$ cat src/itp_defs.vh
// constants shared by the temperature pwm encoder files
`ifndef ITP_DEFS_VH
`define ITP_DEFS_VH

// core clock period and pwm tick period, both in ns
`define ITP_CLK_PERIOD_NS 4
`define ITP_PWM_TICK_NS 50000

// tick counter width, wide enough for the default tick count
`define ITP_TICK_W 14

// frame timing in pwm ticks, counter is 11 bits wide
`define ITP_FRAME_W 11
`define ITP_FRAME_TICKS 2048
`define ITP_FRAME_LAST 11'h7FF

// high-time end points inside a frame (ticks from frame start)
// leading buffer ends at 1/8 of the frame (12.5 %)
`define ITP_LEAD_END 11'h100
// data slot ends at 5/8 of the frame (62.5 %)
`define ITP_DATA_END 11'h500
// status slot ends: ambient underflow 68.75 %, overflow 75 %, fatal 81.25 %
`define ITP_UFLOW_END 11'h580
`define ITP_OFLOW_END 11'h600
`define ITP_FATAL_END 11'h680

// modulator resolution and width of the incoming temperature codes
`define ITP_PWM_BITS 10
`define ITP_TEMP_W 12

// stored calibration word: 12 data bits, 5 hamming bits, 1 overall parity
`define ITP_ECC_DATA_W 12
`define ITP_ECC_CW_W 18
`define ITP_ECC_LAST_POS 17
`define ITP_ECC_SYN_W 5

// relay hysteresis: 5 degC on a 140 degC span over 4096 codes
`define ITP_RELAY_HYST_5C 12'h092

`endif

$ cat src/itp_pwm_encoder.v
// two-channel temperature pwm encoder with status slot and relay driver
//
// Function
// - frame is 2048 pwm ticks, 102.4 ms nominal, frames follow back to back.
// - both outputs high for the first eighth of every frame.
// - data slot spans 1/8 to 5/8 of frame; high fraction encodes value.
// - each channel modulates a 10-bit value inside the data slot.
// - normal duty runs linearly from 12.5 % to 62.5 %.
// - status slot duties: underflow 68.75 %, overflow 75 %, fatal 81.25 %.
// - ambient out of range puts the ambient flag on both outputs.
// - stored calibration checked by ecc; only uncorrectable errors flag fatal.
// - relay switches at a 50 degC threshold with 5 degC hysteresis.
// - inverting turns relay off above threshold; non-inverting turns it on.
// - relay comparator is digital, 12-bit, inverting unless reprogrammed.
// - object out of range clamps object output to 12.5 % or 62.5 %.
`timescale 1ns/1ps
`default_nettype none
`include "itp_defs.vh"

module itp_pwm_encoder #(
  parameter TICK_CYCLES = `ITP_PWM_TICK_NS / `ITP_CLK_PERIOD_NS,
  parameter TICK_W = `ITP_TICK_W,
  parameter TEMP_W = `ITP_TEMP_W,
  parameter PWM_BITS = `ITP_PWM_BITS
) (
  // clock and reset
  input wire core_clk,
  input wire sys_rst,
  // linearised temperature codes from the conversion datapath
  input wire [TEMP_W-1:0] object_temp,
  input wire [TEMP_W-1:0] ambient_temp,
  // calibrated-range indications from the conversion datapath
  input wire object_below_range,
  input wire object_above_range,
  input wire ambient_below_range,
  input wire ambient_above_range,
  // stored relay threshold word, ecc protected
  input wire [`ITP_ECC_CW_W-1:0] cal_code_word,
  // factory polarity setting, low selects inverting
  input wire relay_noninvert,
  // pwm outputs
  output wire object_temp_out,
  output wire ambient_temp_out,
  // open-drain relay driver, enable high while sinking
  output reg relay_drive_out_o,
  output reg relay_drive_out_oe,
  // condition flags sent in the current frame
  output reg ambient_underflow_flag,
  output reg ambient_overflow_flag,
  output reg fatal_storage_error_flag,
  // one-cycle pulse at each frame start except the first after reset
  output reg frame_start_pulse
);

  localparam NCH = 2;
  localparam integer TICK_LAST_I = TICK_CYCLES - 1;
  // divider end count, cut to the counter width on purpose
  localparam [TICK_W-1:0] TICK_LAST = TICK_LAST_I[TICK_W-1:0];

  // tick divider and frame position
  reg [TICK_W-1:0] tick_cnt_q;
  reg [`ITP_FRAME_W-1:0] frame_cnt_q;
  wire tick;
  wire frame_end;

  // ecc results and relay comparator state
  wire [`ITP_ECC_DATA_W-1:0] relay_threshold;
  wire ecc_fatal;
  wire relay_above;

  // per-channel packing for the generate loop
  wire [NCH*TEMP_W-1:0] temp_bus;
  wire [NCH-1:0] obj_low;
  wire [NCH-1:0] obj_high;
  wire [NCH-1:0] pwm_bits;

  assign temp_bus = {ambient_temp, object_temp};
  // range clamping on a single channel only concerns the object output
  assign obj_low = {1'b0, object_below_range};
  assign obj_high = {1'b0, object_above_range};

  assign tick = (tick_cnt_q == TICK_LAST);
  assign frame_end = tick && (frame_cnt_q == `ITP_FRAME_LAST);

  // 50 us pwm clock derived from the core clock
  always @(posedge core_clk or posedge sys_rst) begin
    if (sys_rst) begin
      tick_cnt_q <= {TICK_W{1'b0}};
    end else if (tick) begin
      tick_cnt_q <= {TICK_W{1'b0}};
    end else begin
      tick_cnt_q <= tick_cnt_q + 1'b1;
    end
  end

  // frame counter wraps after 2048 ticks with no gap between frames
  always @(posedge core_clk or posedge sys_rst) begin
    if (sys_rst) begin
      frame_cnt_q <= {`ITP_FRAME_W{1'b0}};
    end else if (tick) begin
      frame_cnt_q <= frame_cnt_q + 1'b1;
    end
  end

  // frame start marker for anyone timing the outputs
  always @(posedge core_clk or posedge sys_rst) begin
    if (sys_rst) begin
      frame_start_pulse <= 1'b0;
    end else begin
      frame_start_pulse <= frame_end;
    end
  end

  // calibration store check
  itp_ecc_check #(
    .DATA_W(`ITP_ECC_DATA_W),
    .CW_W(`ITP_ECC_CW_W)
  ) u_ecc (
    .core_clk(core_clk),
    .sys_rst(sys_rst),
    .code_word(cal_code_word),
    .data_q(relay_threshold),
    .corrected_q(),
    .fatal_q(ecc_fatal)
  );

  // relay comparator on the object temperature at full 12-bit width
  itp_relay_cmp #(
    .TEMP_W(TEMP_W),
    .HYST(`ITP_RELAY_HYST_5C)
  ) u_relay (
    .core_clk(core_clk),
    .sys_rst(sys_rst),
    .temp(object_temp),
    .threshold(relay_threshold),
    .above_q(relay_above)
  );

  // polarity: inverting releases the relay above threshold
  // a broken threshold store cannot be trusted, so the relay is released
  always @(posedge core_clk or posedge sys_rst) begin
    if (sys_rst) begin
      relay_drive_out_o <= 1'b0;
      relay_drive_out_oe <= 1'b0;
    end else begin
      relay_drive_out_o <= 1'b0;
      if (ecc_fatal) begin
        relay_drive_out_oe <= 1'b0;
      end else if (relay_noninvert) begin
        relay_drive_out_oe <= relay_above;
      end else begin
        relay_drive_out_oe <= ~relay_above;
      end
    end
  end

  // flags are sampled at the frame boundary so they match the frame sent
  always @(posedge core_clk or posedge sys_rst) begin
    if (sys_rst) begin
      ambient_underflow_flag <= 1'b0;
      ambient_overflow_flag <= 1'b0;
      fatal_storage_error_flag <= 1'b0;
    end else if (frame_end) begin
      fatal_storage_error_flag <= ecc_fatal;
      ambient_underflow_flag <= !ecc_fatal && ambient_below_range;
      ambient_overflow_flag <= !ecc_fatal && !ambient_below_range && ambient_above_range;
    end
  end

  // one modulator per output channel
  genvar ch;
  generate
    for (ch = 0; ch < NCH; ch = ch + 1) begin : g_chan
      wire [TEMP_W-1:0] temp_ch;
      wire [PWM_BITS-1:0] value;
      reg [`ITP_FRAME_W-1:0] end_d;
      reg [`ITP_FRAME_W-1:0] end_q;
      reg pwm_q;

      assign temp_ch = temp_bus[ch*TEMP_W +: TEMP_W];
      // one flop per channel keeps a single driver per output bit
      assign pwm_bits[ch] = pwm_q;
      // keep the top 10 bits of the code for the modulator
      assign value = temp_ch[TEMP_W-1 -: PWM_BITS];

      // high-time end point, highest priority condition first
      always @* begin
        if (ecc_fatal) begin
          end_d = `ITP_FATAL_END;
        end else if (ambient_below_range) begin
          end_d = `ITP_UFLOW_END;
        end else if (ambient_above_range) begin
          end_d = `ITP_OFLOW_END;
        end else if (obj_low[ch]) begin
          end_d = `ITP_LEAD_END;
        end else if (obj_high[ch]) begin
          end_d = `ITP_DATA_END;
        end else begin
          // 12.5 % plus value/2048, linear across the data slot
          end_d = `ITP_LEAD_END + {1'b0, value};
        end
      end

      // end point only changes at a frame boundary, never mid-frame
      always @(posedge core_clk or posedge sys_rst) begin
        if (sys_rst) begin
          end_q <= `ITP_LEAD_END;
        end else if (frame_end) begin
          end_q <= end_d;
        end
      end

      // high from frame start until the end point, then low until the wrap
      // end_q never drops below the leading buffer, so the buffer is always high
      always @(posedge core_clk or posedge sys_rst) begin
        if (sys_rst) begin
          pwm_q <= 1'b0;
        end else begin
          pwm_q <= (frame_cnt_q < end_q);
        end
      end
    end
  endgenerate

  assign object_temp_out = pwm_bits[0];
  assign ambient_temp_out = pwm_bits[1];

endmodule
`default_nettype wire

$ cat src/itp_ecc_check.v
// single-correct double-detect checker for the stored calibration word
`timescale 1ns/1ps
`default_nettype none
`include "itp_defs.vh"

module itp_ecc_check #(
  parameter DATA_W = `ITP_ECC_DATA_W,
  parameter CW_W = `ITP_ECC_CW_W
) (
  // clock and reset
  input wire core_clk,
  input wire sys_rst,
  // stored word, bit 0 overall parity, bits 1..17 hamming positions
  input wire [CW_W-1:0] code_word,
  // corrected data and status
  output reg [DATA_W-1:0] data_q,
  output reg corrected_q,
  output reg fatal_q
);

  reg [`ITP_ECC_SYN_W-1:0] syn;
  reg [CW_W-1:0] fixed;
  reg [DATA_W-1:0] data_d;
  reg par_odd;
  reg uncorr;
  integer i;
  integer k;

  // syndrome, single-bit repair and data extraction
  always @* begin
    syn = {`ITP_ECC_SYN_W{1'b0}};
    fixed = code_word;
    data_d = {DATA_W{1'b0}};
    k = 0;
    par_odd = ^code_word;
    for (i = 1; i <= `ITP_ECC_LAST_POS; i = i + 1) begin
      if (code_word[i]) begin
        syn = syn ^ i[`ITP_ECC_SYN_W-1:0];
      end
    end
    // even parity with a nonzero syndrome means two flips: beyond repair
    uncorr = (!par_odd && syn != {`ITP_ECC_SYN_W{1'b0}}) ||
             (par_odd && syn > `ITP_ECC_LAST_POS);
    if (par_odd && !uncorr) begin
      fixed[syn] = ~fixed[syn];
    end
    for (i = 1; i <= `ITP_ECC_LAST_POS; i = i + 1) begin
      if ((i & (i - 1)) != 0) begin
        data_d[k] = fixed[i];
        k = k + 1;
      end
    end
  end

  // fatal is sticky: a broken store does not heal itself
  always @(posedge core_clk or posedge sys_rst) begin
    if (sys_rst) begin
      data_q <= {DATA_W{1'b0}};
      corrected_q <= 1'b0;
      fatal_q <= 1'b0;
    end else begin
      data_q <= data_d;
      corrected_q <= par_odd && !uncorr;
      fatal_q <= fatal_q | uncorr;
    end
  end

endmodule
`default_nettype wire

$ cat src/itp_relay_cmp.v
// hysteretic digital comparator for the relay driver
`timescale 1ns/1ps
`default_nettype none
`include "itp_defs.vh"

module itp_relay_cmp #(
  parameter TEMP_W = `ITP_TEMP_W,
  parameter [TEMP_W-1:0] HYST = `ITP_RELAY_HYST_5C
) (
  // clock and reset
  input wire core_clk,
  input wire sys_rst,
  // compared value and switching threshold
  input wire [TEMP_W-1:0] temp,
  input wire [TEMP_W-1:0] threshold,
  // comparator state: temperature above threshold
  output reg above_q
);

  wire [TEMP_W-1:0] low_point;

  // release point saturates at zero for very low thresholds
  assign low_point = (threshold > HYST) ? (threshold - HYST) : {TEMP_W{1'b0}};

  // set above the threshold, clear only once below threshold minus hysteresis
  always @(posedge core_clk or posedge sys_rst) begin
    if (sys_rst) begin
      above_q <= 1'b0;
    end else if (temp > threshold) begin
      above_q <= 1'b1;
    end else if (temp < low_point) begin
      above_q <= 1'b0;
    end
  end

endmodule
`default_nettype wire

$ cat config.mk
export PLATFORM = sky130hd
export DESIGN_NAME = itp_pwm_encoder
export DESIGN_NICKNAME = d
export VERILOG_FILES = /design/src/itp_pwm_encoder.v /design/src/itp_ecc_check.v /design/src/itp_relay_cmp.v
export VERILOG_INCLUDE_DIRS = /design/src
export SDC_FILE = /design/constraint.sdc
export NUM_CORES = 1
export LEC_CHECK = 0
export BUFFER_PORTS_ARGS = -buffer_cell sky130_fd_sc_hd__buf_2
export CAP_MARGIN = 20
export CORE_MARGIN = 2
export CORE_UTILIZATION = 45
export CTS_CLUSTER_SIZE = 14
export DETAILED_ROUTE_END_ITERATION = 8
export PLACE_DENSITY = 0.6
export SLEW_MARGIN = 20
export SYNTH_ARGS = -nofsm -noshare
export SYNTH_HDL_FRONTEND = slang
export SYNTH_SLANG_ARGS = --single-unit
$ cat constraint.sdc
create_clock -name core_clk -period 3.2 [get_ports core_clk]
set_input_delay 0.64 -clock core_clk [delete_from_list [all_inputs] [get_ports core_clk]]
set_output_delay 0.64 -clock core_clk [all_outputs]
set_load 0.02 [all_outputs]
==> key figures <==
Setup path
  • Crit path required time: 3.41 ns
  • Critical path depth: 14
  • Setup crit end kind: register
  • Cells on worst reg2reg path: 14
  • Setup CP Type: reg2reg
  • Top cell by count, worst path: o21ai_0
  • CP peak stage delay: 0.40 ns
  • Crit-path max FO: 11
  • Worst path bufs/invs: 0
  • CP Data Arrival Time: 3.09 ns
  • Cell family with most CP delay: compound AO/OA/AOI/OAI gates
  • FF-to-FF setup slack: 0.33 ns
  • Slowest cell on the critical path: dfrtp_1
  • Crit-path cells: a211oi_1 -> o211ai_1 -> a21o_1 -> nand2_1 -> ha_1 -> a21oi_1 -> nor2b_1 -> o21ai_0 -> nand2b_1 -> a21oi_1 -> nor2b_1 -> o21ai_0 -> and3_1 -> o21ai_0
  • Crit start category: register

Synth
  • Top cells by area, synth: dfrtp_1 (35%), ha_1 (13%), xnor2_1 (6.9%), o21ai_0 (3.5%), nand3_1 (3.1%)
  • Synth top cells by count: dfrtp_1 (66), ha_1 (48), xnor2_1 (37)
  • Yosys warning total: 0
  • Synth area leader: dfrtp_1
  • Top cell type's share of synthesized area: 0.352
  • Synthesized area: 4700 sq um
  • Count leader, synth: dfrtp_1
  • Post-Synthesis Net Count: 596
  • Unique cell type count in the Yosys netlist: 55
  • EDFF count, synth: 0
  • Synth Flop Type: dfrtp_1
  • #FFs+latches synth: 68
  • Async SR Flop Fraction: 1.00
  • Cells after synthesis: 499
  • Mean Syn Cell Area: 9.41 sq um
  • Register area share after synthesis: 0.363

Pwr
  • Power Density: 434 nW/um^2
  • Leakage power: 2.72 nW
  • Peak VDD IR: 217 uV

Drt
  • Routed Antenna Nets: 0
  • First-pass DRT Iterations: 5
  • 1st-iter DRT viols: 150
  • DRC errors left: 0
  • Post-Route WL: 10.1 mm
  • Drt wl/cell: 14.4 um
  • Via count: 3673
  • Via-to-Cell Ratio: 5.21

Floorplan
  • Core ar.: 10200 sq um
  • Die height: 106 um
  • Die area: 11300 sq um
  • Initial core utilization: 0.459
  • IO Pins: 57
  • # rows: 37
  • Die X: 106 um

STA
  • Total negative slack: 0 ns
  • Final Hold Vio Count: 0
  • Slew @ Worst Pin: 0.695 ns
  • RSZ-0062 raised after global routing: no
  • Slew HR: 0.534
  • Final period util: 0.898
  • Final worst path period need: 2.87 ns
  • Pins Over Slew Limit: 0
  • Max Freq: 348 MHz
  • Layout Skew: 0.00871 ns
  • Fin worst setup slack: 0.327 ns
  • Final setup vio count: 0

Clock network
  • Clock sink count: 68
  • TritonCTS clock tree: yes
  • Cts hold-fix bufs: 0
  • CTS buffer count: 9
  • CTS Buffer Depth: 2
  • Post-CTS Setup Inserts: 0
  • CTS clk-pin slew, worst paths: 0.08 ns
  • Resized cells post-CTS: 0
  • H-tree depth: 3
  • Root Driver: clkbuf_8
  • Clk_lat worst skew: 0.34 ns

Global route
  • GRT overflow: 0
  • GRT Util Overall: 0.195
  • Initial antenna violation count: 0
  • Pin count of the biggest net entering global routing: 34
  • Global-route wire length before repair: 17.6 mm
  • Vias in the first global route: 3710

Run status
  • Outcome: finished, final reports clean

Place
  • Port bufs: 53
  • Setup WS pre-CTS: 0.126 ns
  • RD Place Congestion: 0.876
  • DP Wirelength: 8.03 mm

Cells and area
  • Layout cells sized above 1: 0.185
  • ANT cells: 0
  • Number of fill cells: 959
  • Layout Nets: 661
  • Area growth syn-to-layout: 14.4%

Run
  • Max cap viols: 0

Hold path
  • Worst min path class: in2async
## per-stage QoR
step | util | std cells | cell area (sq um) | total power (W) | hold slack (ns)
floorplan | - | 499 | 4700 | 0.00143 | 0.447
global placement | 0.506 | 689 | 5170 | 0.00162 | 0.459
detailed placement | 0.506 | 689 | 5170 | 0.00164 | 0.469
CTS | 0.525 | 705 | 5370 | 0.00236 | 0.412
finish | 0.525 | 705 | 5370 | 0.00233 | 0.395
global route | 0.525 | 705 | 5370 | 0.00249 | 0.431
## cell type report
| cell class | count | area [sq um] | area share |
|---|---|---|---|
| clock inverter | 7 | 75.1 | 0.0140 |
| inverter | 36 | 135 | 0.0252 |
| multi-input combinational | 383 | 2800 | 0.521 |
| timing repair buffer | 66 | 363 | 0.0675 |
| sequential | 68 | 1700 | 0.317 |
| tap | 136 | 170 | 0.0317 |
| clock buffer | 9 | 124 | 0.0231 |
## logic make-up after synthesis
kind of cell,synth area share
other cells,0.000798
mux,0.0474
buf+inv,0.0408
xor+xnor,0.126
simple gates,0.167
flops,0.363
compound gates,0.127
fa+ha+maj,0.128
## flip-flops by register name, summed over array words and instances (netlist names), 11 cells and up
signal,count
tick_cnt_q,14
u_ecc.data_q,12
frame_cnt_q,11
g_chan.end_q,22
## cells in the final DEF (no fill, tap or decap), types with 12 or more instances in the layout
cell / synthesis / routed
buf_4: 1 / 13
o21ai_0: 33 / 33
dfrtp_1: 66 / 66
a21o_1: 16 / 16
nor2_1: 31 / 31
nand4_1: 12 / 12
nand3_1: 29 / 29
a21oi_1: 25 / 25
xor2_1: 16 / 16
nand2_1: 35 / 35
inv_1: 35 / 34
buf_2: 0 / 53
xnor2_1: 37 / 37
ha_1: 48 / 48
## power by group
group / leakage (nW) / internal (W) / switching [W]
Sequential: 0.778 / 0.000882 / 0.0000157
Clock: 0.0918 / 0.000362 / 0.000349
Combinational: 1.85 / 0.000319 / 0.000406
## final timing paths
path,startpoint,endpoint
worst min register to register,ambient_underflow_flag$_DFFE_PP0P_,ambient_underflow_flag$_DFFE_PP0P_
worst min-delay path,sys_rst,tick_cnt_q[10]$_DFF_PP0_
worst max-delay path,u_ecc.data_q[0]$_DFF_PP0_,u_relay.above_q$_DFFE_PP0P_
min in group core_clk,ambient_underflow_flag$_DFFE_PP0P_,ambient_underflow_flag$_DFFE_PP0P_
max in group asynchronous,sys_rst,g_chan[0].end_q[8]$_DFFE_PP1P_
worst max register to register,u_ecc.data_q[0]$_DFF_PP0_,u_relay.above_q$_DFFE_PP0P_
## layer usage
layer	track usage	part of all wire	routed length, um
met5	0	0	0
met2	0.332	0.49	4940
met1	0.253	0.47	4770
met4	0.0545	0.014	147
met3	0.0356	0.028	282
(Power assumes the default switching activity.)
